<file path="src/pkg/clock_startup_pkg.sv">
// Constants for clock source selection and start-up sequencing.
// Assumes a single 100 MHz system clock; oscillators arrive as tick inputs.
package clock_startup_pkg;
   // System clock rate
   localparam int CLOCK_HZ = 100000000;
   // Fuse widths
   localparam int SEL_W = 4;
   localparam int SUT_W = 2;
   // Delivered fuse values
   localparam logic [3:0] SEL_DEFAULT = 4'h2;
   localparam logic [1:0] SUT_DEFAULT = 2'h2;
   localparam logic DIV8_DEFAULT = 1'h0;
   // Source codes
   localparam logic [3:0] SEL_EXT_CLOCK = 4'h0;
   localparam logic [3:0] SEL_RESERVED = 4'h1;
   localparam logic [3:0] SEL_RC_CAL = 4'h2;
   localparam logic [3:0] SEL_RC_128K = 4'h3;
   // Time-out lengths in watchdog-oscillator cycles
   localparam logic [13:0] TOUT_NONE = 14'h0000;
   localparam logic [13:0] TOUT_SHORT = 14'h0200;
   localparam logic [13:0] TOUT_LONG = 14'h2000;
   // Oscillator stabilisation counts
   localparam logic [15:0] OSC_EXT = 16'h0006;
   localparam logic [15:0] OSC_258 = 16'h0102;
   localparam logic [15:0] OSC_1K = 16'h0400;
   localparam logic [15:0] OSC_16K = 16'h4000;
   localparam logic [15:0] OSC_32K = 16'h8000;
   // Divider
   localparam logic [2:0] DIV8_LAST = 3'h7;
   // Selected oscillator kind
   typedef enum logic [2:0] {
      SRC_EXT = 3'b000,
      SRC_LOWPWR = 3'b001,
      SRC_FULLSWING = 3'b010,
      SRC_LOWFREQ = 3'b011,
      SRC_RC128 = 3'b100,
      SRC_RCCAL = 3'b101,
      SRC_NONE = 3'b110
   } source_t;
   // Start-up sequencer states
   typedef enum logic [1:0] {
      ST_HOLD = 2'b00,
      ST_TIMEOUT = 2'b01,
      ST_OSC = 2'b10,
      ST_RUN = 2'b11
   } seq_state_t;
endpackage

</file>
<file path="src/pkg/clock_gate_if.sv">
// Carries clock-domain gate enables from sequencer to gate unit.
// Assumes both ends sit on clock_i.
`timescale 1ns/10ps
interface clock_gate_if;
   logic run;          // Core out of reset
   logic core_halt;    // Sleep halts core
   logic periph_halt;  // Sleep halts peripherals
   logic conv_halt;    // Sleep halts converter
   logic sys_tick;     // Divided system tick
   modport seq (output run, core_halt, periph_halt, conv_halt, sys_tick);
   modport gate (input run, core_halt, periph_halt, conv_halt, sys_tick);
endinterface

</file>
<file path="src/rtl/clock_domain_gates.sv">
// Produces per-domain clock enables from the divided system tick; the async timer enable follows async_tick_i.
// Assumes the sequencer drives the gate interface on clock_i.
`timescale 1ns/10ps
module clock_domain_gates
   import clock_startup_pkg::*;
(
   input wire logic clock_i,      // System clock
   input wire logic reset_i,      // Async reset, high
   clock_gate_if.gate gif,        // Gate controls
   input wire logic async_tick_i, // Async timer source tick
   output logic core_en_o,        // Core clock enable
   output logic periph_en_o,      // Peripheral clock enable
   output logic progmem_en_o,     // Program memory enable
   output logic async_en_o,       // Async timer enable
   output logic conv_en_o         // Converter enable
);
   // Gate terms
   wire core_go = gif.sys_tick & gif.run & ~gif.core_halt;
   wire per_go = gif.sys_tick & gif.run & ~gif.periph_halt;
   wire conv_go = gif.sys_tick & gif.run & ~gif.conv_halt;

   // Registered enables; async timer never halted by sleep
   always_ff @(posedge clock_i or posedge reset_i) begin
      if (reset_i) begin
         core_en_o <= 1'b0;
         periph_en_o <= 1'b0;
         progmem_en_o <= 1'b0;
         async_en_o <= 1'b0;
         conv_en_o <= 1'b0;
      end else begin
         core_en_o <= core_go;      // RULE11
         periph_en_o <= per_go;     // RULE12
         progmem_en_o <= core_go;   // RULE13
         async_en_o <= async_tick_i; // RULE14
         conv_en_o <= conv_go;      // RULE15
      end
   end
endmodule

</file>
<file path="src/rtl/clock_source_select_startup.sv">
// Clock source decode, divide-by-eight and reset start-up sequencing.
// Assumes oscillator and watchdog ticks are one-cycle pulses on clock_i.
//
// Notes on behaviour
// RULE1 - Codes 1111-0100 pick crystal oscillators
// RULE2 - 0011 RC128, 0010 RC cal, 0000 external
// RULE3 - Fuse bit one unprogrammed, zero programmed
// RULE4 - Delivered: RC cal, divide-by-eight, STARTUP_TIME_FUSES 10
// RULE5 - Hold internal reset for watchdog time-out
// RULE6 - Time-out lengths 0, 512, 8192 cycles
// RULE7 - Oscillator cycle count then release reset
// RULE8 - Stabilisation count 6 to 32K by type
// RULE9 - Wake from sleep: oscillator count only
// RULE10 - Time-out counts only, senses no supply
// RULE11 - Core clock gated by sleep halts core
// RULE12 - Peripheral clock gated; async wake stays
// RULE13 - Program memory clock follows core clock
// RULE14 - Async timer domain runs during sleep
// RULE15 - Converter domain runs while core halted
// RULE16 - Programmed divide fuse divides by eight
// RULE17 - Zero time-out goes straight to count
`timescale 1ns/10ps
module clock_source_select_startup
   import clock_startup_pkg::*;
#(
   parameter int TOUT_W = 14, // Time-out counter width
   parameter int OSC_W = 16   // Stabilisation counter width
) (
   input wire logic clock_i,            // System clock
   input wire logic reset_i,            // Async reset, high
   input wire logic [3:0] clock_source_select_fuses_i, // Source fuses
   input wire logic [1:0] startup_time_fuses_i, // Start-up fuses
   input wire logic divide_by_eight_fuse_i, // Zero means divide
   input wire logic ext_reset_hold_i,   // Other reset sources active
   input wire logic wake_i,             // Wake from deep sleep pulse
   input wire logic deep_sleep_i,       // Power-save/down entered
   input wire logic core_halt_i,        // Sleep halts core
   input wire logic periph_halt_i,      // Sleep halts peripherals
   input wire logic conv_halt_i,        // Sleep halts converter
   input wire logic watchdog_tick_i,    // Watchdog oscillator tick
   input wire logic osc_tick_i,         // Selected oscillator tick
   input wire logic async_tick_i,       // Async timer source tick
   output logic internal_reset_o,       // Internal reset, high
   output source_t source_o,            // Decoded source kind
   output logic source_valid_o,         // Source code not reserved
   output logic core_en_o,              // Core clock enable
   output logic periph_en_o,            // Peripheral clock enable
   output logic progmem_en_o,           // Program memory enable
   output logic async_en_o,             // Async timer enable
   output logic conv_en_o               // Converter enable
);
   // Fuse bits read as programmed when zero
   function automatic logic programmed(input logic bit_in);
      return ~bit_in; // RULE3
   endfunction

   // Decode source kind from fuse code
   function automatic source_t decode_source(input logic [3:0] code);
      if (code[3]) return SRC_LOWPWR;                   // RULE1
      else if (code[2:1] == 2'b11) return SRC_FULLSWING; // RULE1
      else if (code[2:1] == 2'b10) return SRC_LOWFREQ;   // RULE1
      else if (code == SEL_RC_128K) return SRC_RC128;    // RULE2
      else if (code == SEL_RC_CAL) return SRC_RCCAL;     // RULE2
      else if (code == SEL_EXT_CLOCK) return SRC_EXT;    // RULE2
      else return SRC_NONE;
   endfunction

   clock_gate_if gif ();

   source_t state_src;
   seq_state_t state_reg, state_next;
   logic [TOUT_W-1:0] tout_cnt_reg, tout_cnt_next;
   logic [OSC_W-1:0] osc_cnt_reg, osc_cnt_next;
   logic [2:0] div_reg;       // Divide-by-eight prescaler
   logic tick_reg;            // Divided system tick

   // Decoded fuses
   assign state_src = decode_source(clock_source_select_fuses_i);
   wire div_on = programmed(divide_by_eight_fuse_i);
   wire [1:0] startup_time_fuses = startup_time_fuses_i;
   wire sel0 = clock_source_select_fuses_i[0];

   // Time-out length: STARTUP_TIME_FUSES 00 none-class, 01 short, 1x long for non-low-power sources; zero if
   // brown-out class option chosen (STARTUP_TIME_FUSES 10 on ceramic, 01 on crystal).
   // Only a cycle count: nothing here looks at supply level.
   wire bod_class = (state_src == SRC_LOWPWR) ?
      ((!sel0 && startup_time_fuses == 2'b10) || (sel0 && startup_time_fuses == 2'b01)) :
      (startup_time_fuses == 2'b00);
   wire short_class = (state_src == SRC_LOWPWR) ?
      ((!sel0 && startup_time_fuses == 2'b00) || (!sel0 && startup_time_fuses == 2'b11) ||
       (sel0 && startup_time_fuses == 2'b10)) :
      (startup_time_fuses == 2'b01);
   wire [TOUT_W-1:0] tout_len = bod_class ? TOUT_W'(TOUT_NONE) :
      short_class ? TOUT_W'(TOUT_SHORT) : TOUT_W'(TOUT_LONG); // RULE6
   wire tout_zero = (tout_len == '0);

   // Stabilisation count by clock type
   wire lp_short = !sel0 && (startup_time_fuses[1] == 1'b0);
   wire lp_mid = (!sel0 && startup_time_fuses[1]) || (sel0 && startup_time_fuses == 2'b00);
   wire [OSC_W-1:0] osc_len =
      (state_src == SRC_EXT) ? OSC_W'(OSC_EXT) :
      (state_src == SRC_LOWFREQ) ? OSC_W'(OSC_32K) :
      (state_src == SRC_LOWPWR || state_src == SRC_FULLSWING) ?
         (lp_short ? OSC_W'(OSC_258) :
          lp_mid ? OSC_W'(OSC_1K) : OSC_W'(OSC_16K)) :
      OSC_W'(OSC_EXT); // RULE8

   // Counter end flags
   wire tout_done = watchdog_tick_i && (tout_cnt_reg == tout_len - 1'b1);
   wire osc_done = osc_tick_i && (osc_cnt_reg == osc_len - 1'b1);

   // Sequencer next state
   always_comb begin
      state_next = state_reg;
      tout_cnt_next = tout_cnt_reg;
      osc_cnt_next = osc_cnt_reg;
      unique case (state_reg)
         ST_HOLD: begin
            // Wait for every other reset source to release
            tout_cnt_next = '0;
            osc_cnt_next = '0;
            if (!ext_reset_hold_i) begin
               if (tout_zero) begin
                  state_next = ST_OSC;     // RULE17
               end else begin
                  state_next = ST_TIMEOUT; // RULE5
               end
            end
         end
         ST_TIMEOUT: begin
            // Count watchdog ticks
            if (watchdog_tick_i) begin
               tout_cnt_next = tout_cnt_reg + 1'b1; // RULE5 RULE10
            end
            if (tout_done) begin
               state_next = ST_OSC; // RULE7
            end
         end
         ST_OSC: begin
            // Synchronous count of oscillator cycles
            if (osc_tick_i) begin
               osc_cnt_next = osc_cnt_reg + 1'b1; // RULE7
            end
            if (osc_done) begin
               state_next = ST_RUN; // RULE7
            end
         end
         ST_RUN: begin
            // Deep sleep: wake applies only oscillator count
            if (deep_sleep_i && wake_i) begin
               osc_cnt_next = '0;
               state_next = ST_OSC; // RULE9
            end
         end
      endcase
      if (ext_reset_hold_i) begin
         state_next = ST_HOLD;
      end
   end

   // Sequencer registers
   always_ff @(posedge clock_i or posedge reset_i) begin
      if (reset_i) begin
         state_reg <= ST_HOLD;
         tout_cnt_reg <= '0;
         osc_cnt_reg <= '0;
      end else begin
         state_reg <= state_next;
         tout_cnt_reg <= tout_cnt_next;
         osc_cnt_reg <= osc_cnt_next;
      end
   end

   // Divide selected source by eight when fuse programmed
   wire div_wrap = (div_reg == DIV8_LAST);
   always_ff @(posedge clock_i or posedge reset_i) begin
      if (reset_i) begin
         div_reg <= '0;
         tick_reg <= 1'b0;
      end else begin
         if (osc_tick_i) begin
            div_reg <= div_wrap ? 3'h0 : div_reg + 3'h1; // RULE16
         end
         tick_reg <= osc_tick_i && (!div_on || div_wrap); // RULE16
      end
   end

   // Registered status outputs
   always_ff @(posedge clock_i or posedge reset_i) begin
      if (reset_i) begin
         internal_reset_o <= 1'b1;
         source_o <= SRC_RCCAL; // RULE4
         source_valid_o <= 1'b0;
      end else begin
         internal_reset_o <= (state_next != ST_RUN); // RULE7
         source_o <= state_src;
         source_valid_o <= (state_src != SRC_NONE);
      end
   end

   // Gate controls to the domain unit
   assign gif.run = (state_reg == ST_RUN);
   assign gif.core_halt = core_halt_i;
   assign gif.periph_halt = periph_halt_i;
   assign gif.conv_halt = conv_halt_i;
   assign gif.sys_tick = tick_reg;

   clock_domain_gates u_gates (
      .clock_i(clock_i),
      .reset_i(reset_i),
      .gif(gif),
      .async_tick_i(async_tick_i),
      .core_en_o(core_en_o),
      .periph_en_o(periph_en_o),
      .progmem_en_o(progmem_en_o),
      .async_en_o(async_en_o),
      .conv_en_o(conv_en_o)
   );
endmodule

</file>
<file path="config.mk">
export PLATFORM = sky130hd
export DESIGN_NAME = clock_source_select_startup
export DESIGN_NICKNAME = d
export VERILOG_FILES = /design/src/pkg/clock_startup_pkg.sv /design/src/pkg/clock_gate_if.sv /design/src/rtl/clock_domain_gates.sv /design/src/rtl/clock_source_select_startup.sv
export SDC_FILE = /design/constraint.sdc
export NUM_CORES = 1
export LEC_CHECK = 0
export ABC_CLOCK_PERIOD_IN_PS = 1890
export BUFFER_PORTS_ARGS = -buffer_cell sky130_fd_sc_hd__buf_2
export CAP_MARGIN = 40
export CORE_AREA = 2 2 79 81
export DETAILED_ROUTE_END_ITERATION = 8
export DIE_AREA = 0 0 81 83
export GPL_ROUTABILITY_DRIVEN = 0
export PLACE_DENSITY_LB_ADDON = 0.05
export SLEW_MARGIN = 30
export SYNTH_ARGS = -nofsm -noshare
export SYNTH_HDL_FRONTEND = slang
export SYNTH_HIERARCHICAL = 1
export SYNTH_SLANG_ARGS = --single-unit
</file>
<file path="constraint.sdc">
create_clock -name clock_i -period 1.89 [get_ports clock_i]
set_input_delay 0.4725 -clock clock_i [delete_from_list [all_inputs] [get_ports clock_i]]
set_output_delay 0.4725 -clock clock_i [all_outputs]
set_load 0.01 [all_outputs]
</file>
==> run summary <==
The run finished with clean final reports. The tools report the number of cells in the finished layout apart from fillers as 398. For the pin with the worst max-slew slack, the measured transition is 0.596 ns.

For the number of buffers added by the clock tree synthesis step, the log shows 5. The share of the clock period used by the worst path is 0.988, and the final setup violation count is 0. The tools report the pin count of the biggest net entering global routing as 42.

Setup repair after global routing could not meet its margin everywhere. The final max-slew violation count is 0. The vertical extent of the die was 83 microns. For the total of fill cells in the finished design, the log shows 532. The tools report the area of the mapped netlist as 0.00256 sq mm.

The classification of the worst setup path is in2reg. The diode insertion count for antenna repair was 0; the area share of the largest cell type after synthesis was 0.411. The highest routing layer actually used is met4. After synthesis, the most frequently instantiated cells are dfrtp_1 (42), nor2_1 (34), nand2_1 (22).

After detailed routing, the number of remaining DRC violations is 0. In this run the remaining antenna-violating nets after routing total 0. The multiplexer area fraction after synthesis is 0.0250.

The final count of hold timing violations is 0. The worst hold path belongs to the class in2async. Synthesis produced a netlist whose cell count is 265. Post-synthesis compound-gate area fraction: 0.128. In the synthesized netlist the dominant register cell turns out to be dfrtp_1.

The routed design uses 2450 microns of met2 wire. The logs give 4 for the number of iterations in the first detailed-routing pass and -0.403 ns for the setup slack after placement. The routed design uses 211 microns of met3 wire.

For this design, the sink count on the clock tree is 45. Global routing finished with a remaining overflow of 0. The run gives 56 as the distinct cell type count of the synthesized netlist. Counting I/O delays and the setup requirement, the final critical path takes 1.87 ns. Ranked by total cell area, the synthesized netlist is headed by dfrtp_1 (41%), xor2_1 (5.5%), nor2_1 (5.0%), nand2_1 (3.2%), dfstp_2 (3.1%). The share of synthesized cell area in and, or, nand and nor gates was 0.235. The run gives 0.00582 sq mm as the placeable core region. Slowest stage cell on the critical path: or2_4.

Total power for the finished layout comes to 2.45 mW. Measured along the x axis, the die boundary spans 81 microns. Counting cells, the worst reg-to-reg path comes to 8.

On the worst path, the slowest cell contributes a delay of 0.24 ns. Clock latency on the worst-skew pair, taken at its later pin, is 0.31 ns. After detailed routing, the wire length on met1 is 2790 microns. In this run the core area contains 28 standard-cell rows.

By area, the combinational part of the netlist is dominated by simple AND/OR/NAND/NOR gates. The highest clock frequency the design can meet was 0.535 GHz. The first-pass GRT wire length came out at 9260 microns.

The HPWL after detailed placement is 3960 microns. The tool flagged a number of max-cap violations equal to 0. Share of flip-flops with an asynchronous set or reset after synthesis: 1.00. After detailed placement, the total cell area comes to 0.00302 sq mm.

The gate family responsible for the most delay along the worst path was simple AND/OR/NAND/NOR gates. Summed over all layers, the routed wires come to 5520 microns. Adding up every negative setup slack in the final design gives 0 ns. The areal power density over the cells came out at 741 mW/mm^2. The startpoint type of the worst setup path was an input port.

STA classifies the critical path endpoint as a flop. Yosys printed 6 warnings. Number of enable-type register cells in the synthesized netlist: 0. The proportion of synthesized chip area in sequential cells came out at 0.442. The number of flip-flops in the largest register was 16. In this run the deepest clock path goes through 2 buffers. The worst reg2reg path endpoint is osc_cnt_reg[15]$_DFFE_PP0P_. The logs give 0.09 ns for the reg2reg setup slack and 0.603 for the worst-case headroom to the max-slew limit. Wire length per cell after detailed routing: 13.9 microns. The share of the core filled with cells was 0.568; the count of input and output buffers was 27. The net count of the finished layout was 346.

The fraction of layout instances using a drive strength above 1 was 0.337; the number of placed cells counting well taps was 387. Dividing the detail-routed via count by the number of cells gives 5.14. Between clock sinks in the finished design, the worst skew comes to 0.00783 ns. From synthesis to final layout, the design area changed by 29.3%.

The tools report the via count of the first global-routing pass as 1905. The buffer and inverter count on the worst path works out to 2. After clock tree synthesis, the flow added hold-fix buffers numbering 0. TritonCTS built the clock tree.

IR analysis of the VDD net gives a maximum drop of 513 uV. Among all cell types in the netlist, the one instantiated most often is dfrtp_1. The total via count in the routed design is 2044, and the global-route total usage across every layer is 0.177.

Hold timing on the final database bottoms out at a slack of 0.0390 ns. The largest fanout on the critical path is 5, and the leakage dissipation is 1.49 nW. The die covers 0.00672 sq mm. The clock tree synthesis step divided the H-tree into 2 levels. Cell repeated most along the worst path: buf_4.

The tree is rooted in a clkbuf_8. The fraction of synthesized cell area in xor and xnor cells is 0.101, and the synthesized net count is 289. The run gives 0.00331 sq mm as the final design instance area without fill.

Averaged over all synthesized cells, the footprint is 9.65 sq um. After the first detailed-routing iteration, the DRC count stood at 99. Data on the critical path is required at its endpoint by 2.13 ns. dfrtp_1 takes more of the synthesized area than any other cell. The critical path goes through buf_4 -> or2_4 -> a21oi_4 -> ha_4 -> buf_4 -> nand4_1 -> o2bb2ai_2 -> nand3_1 -> nor4b_4 -> a21oi_2 -> o21ai_1. The number of antenna violations at the first check in global routing is 0, and the fraction of the mapped netlist area in adder cells is 0.0294.

The clock-pin transition on the worst setup and hold timing paths works out to 0.09 ns. Initial core utilization: 0.440. The startpoint of the most critical register-to-register path is state_reg[0]$_DFF_PP0_. For this design the top-level I/O count stands at 28. The tools report the worst path setup slack after routing as 0.0223 ns. The synthesized design contains 45 register bits. The critical path arrival is 2.10 ns.
[per-layer routing]
metal / vias up / track usage
li1: 1038 / -
met1: 963 / 0.264
met2: 38 / 0.252
met3: 5 / 0.0413
met4: 0 / 0.0508
met5: - / 0
[worst reg2reg max path: stages, from the launching register on]
cell	delay, ns
dfrtp_2	0.47
or3b_4	0.42
o21ai_2	0.13
buf_4	0.17
nor4_4	0.04
buf_4	0.14
nand3_1	0.08
xor2_1	0.16
nor2_1	0.06
[report_power, final]
part	internal, mW	switching, mW
combinational	0.254	0.257
clock	0.525	0.340
sequential	1.02	0.0484
[cells in the final DEF, fill, tap and decap left out, drive strengths merged, types with 4 or more instances in the layout]
cell | Yosys | routed
buf | 7 | 60
inv | 11 | 11
dfrtp | 42 | 42
and3 | 8 | 8
ha | 6 | 6
clkbuf | 3 | 5
xor2 | 17 | 17
o21ai | 13 | 13
nor4 | 4 | 4
nand2 | 22 | 22
nor2 | 34 | 34
nand3 | 14 | 14
a21oi | 17 | 17
xnor2 | 9 | 9
or3 | 4 | 4
[area by class of cell]
| type | count | area (sq um) | share of cell area |
|---|---|---|---|
| Timing Repair Buffer | 60 | 433 | 0.131 |
| Inverter | 11 | 41.3 | 0.0125 |
| Clock inverter | 3 | 65.1 | 0.0197 |
| Sequential cell | 45 | 1130 | 0.343 |
| Tap cell | 75 | 93.8 | 0.0284 |
| Clock buffer | 5 | 68.8 | 0.0208 |
| Multi-Input combinational cell | 199 | 1470 | 0.445 |
[logic make-up after synthesis]
kind of cell	after synthesis
buffers and inverters	21
flip-flops	45
XOR/XNOR	27
AO/OA/AOI/OAI	47
adder cells (fa/ha/maj)	6
AND/OR/NAND/NOR	113
multiplexers	6
[worst max path at each step]
stage / from / endpoint / slack, ns / cells past startpoint
after floorplan: clock_source_select_fuses_i[1] / state_reg[0]$_DFF_PP0_ / -0.16 / 9
after global placement: startup_time_fuses_i[1] / state_reg[0]$_DFF_PP0_ / -0.36 / 10
after detailed placement: startup_time_fuses_i[1] / state_reg[0]$_DFF_PP0_ / -0.40 / 10
after CTS: clock_source_select_fuses_i[3] / state_reg[0]$_DFF_PP0_ / 0.008 / 11
after global routing: clock_source_select_fuses_i[3] / state_reg[0]$_DFF_PP0_ / -0.07 / 11
final: clock_source_select_fuses_i[3] / state_reg[0]$_DFF_PP0_ / 0.02 / 11
[what timing repair did]
action                     4_1_cts  5_1_grt
pin swaps                        5       11
setup endpoints to repair        2        9
gates resized for setup          2       31
cloned                           0        0
setup buffers                    2        1
(Power assumes the default switching activity.)
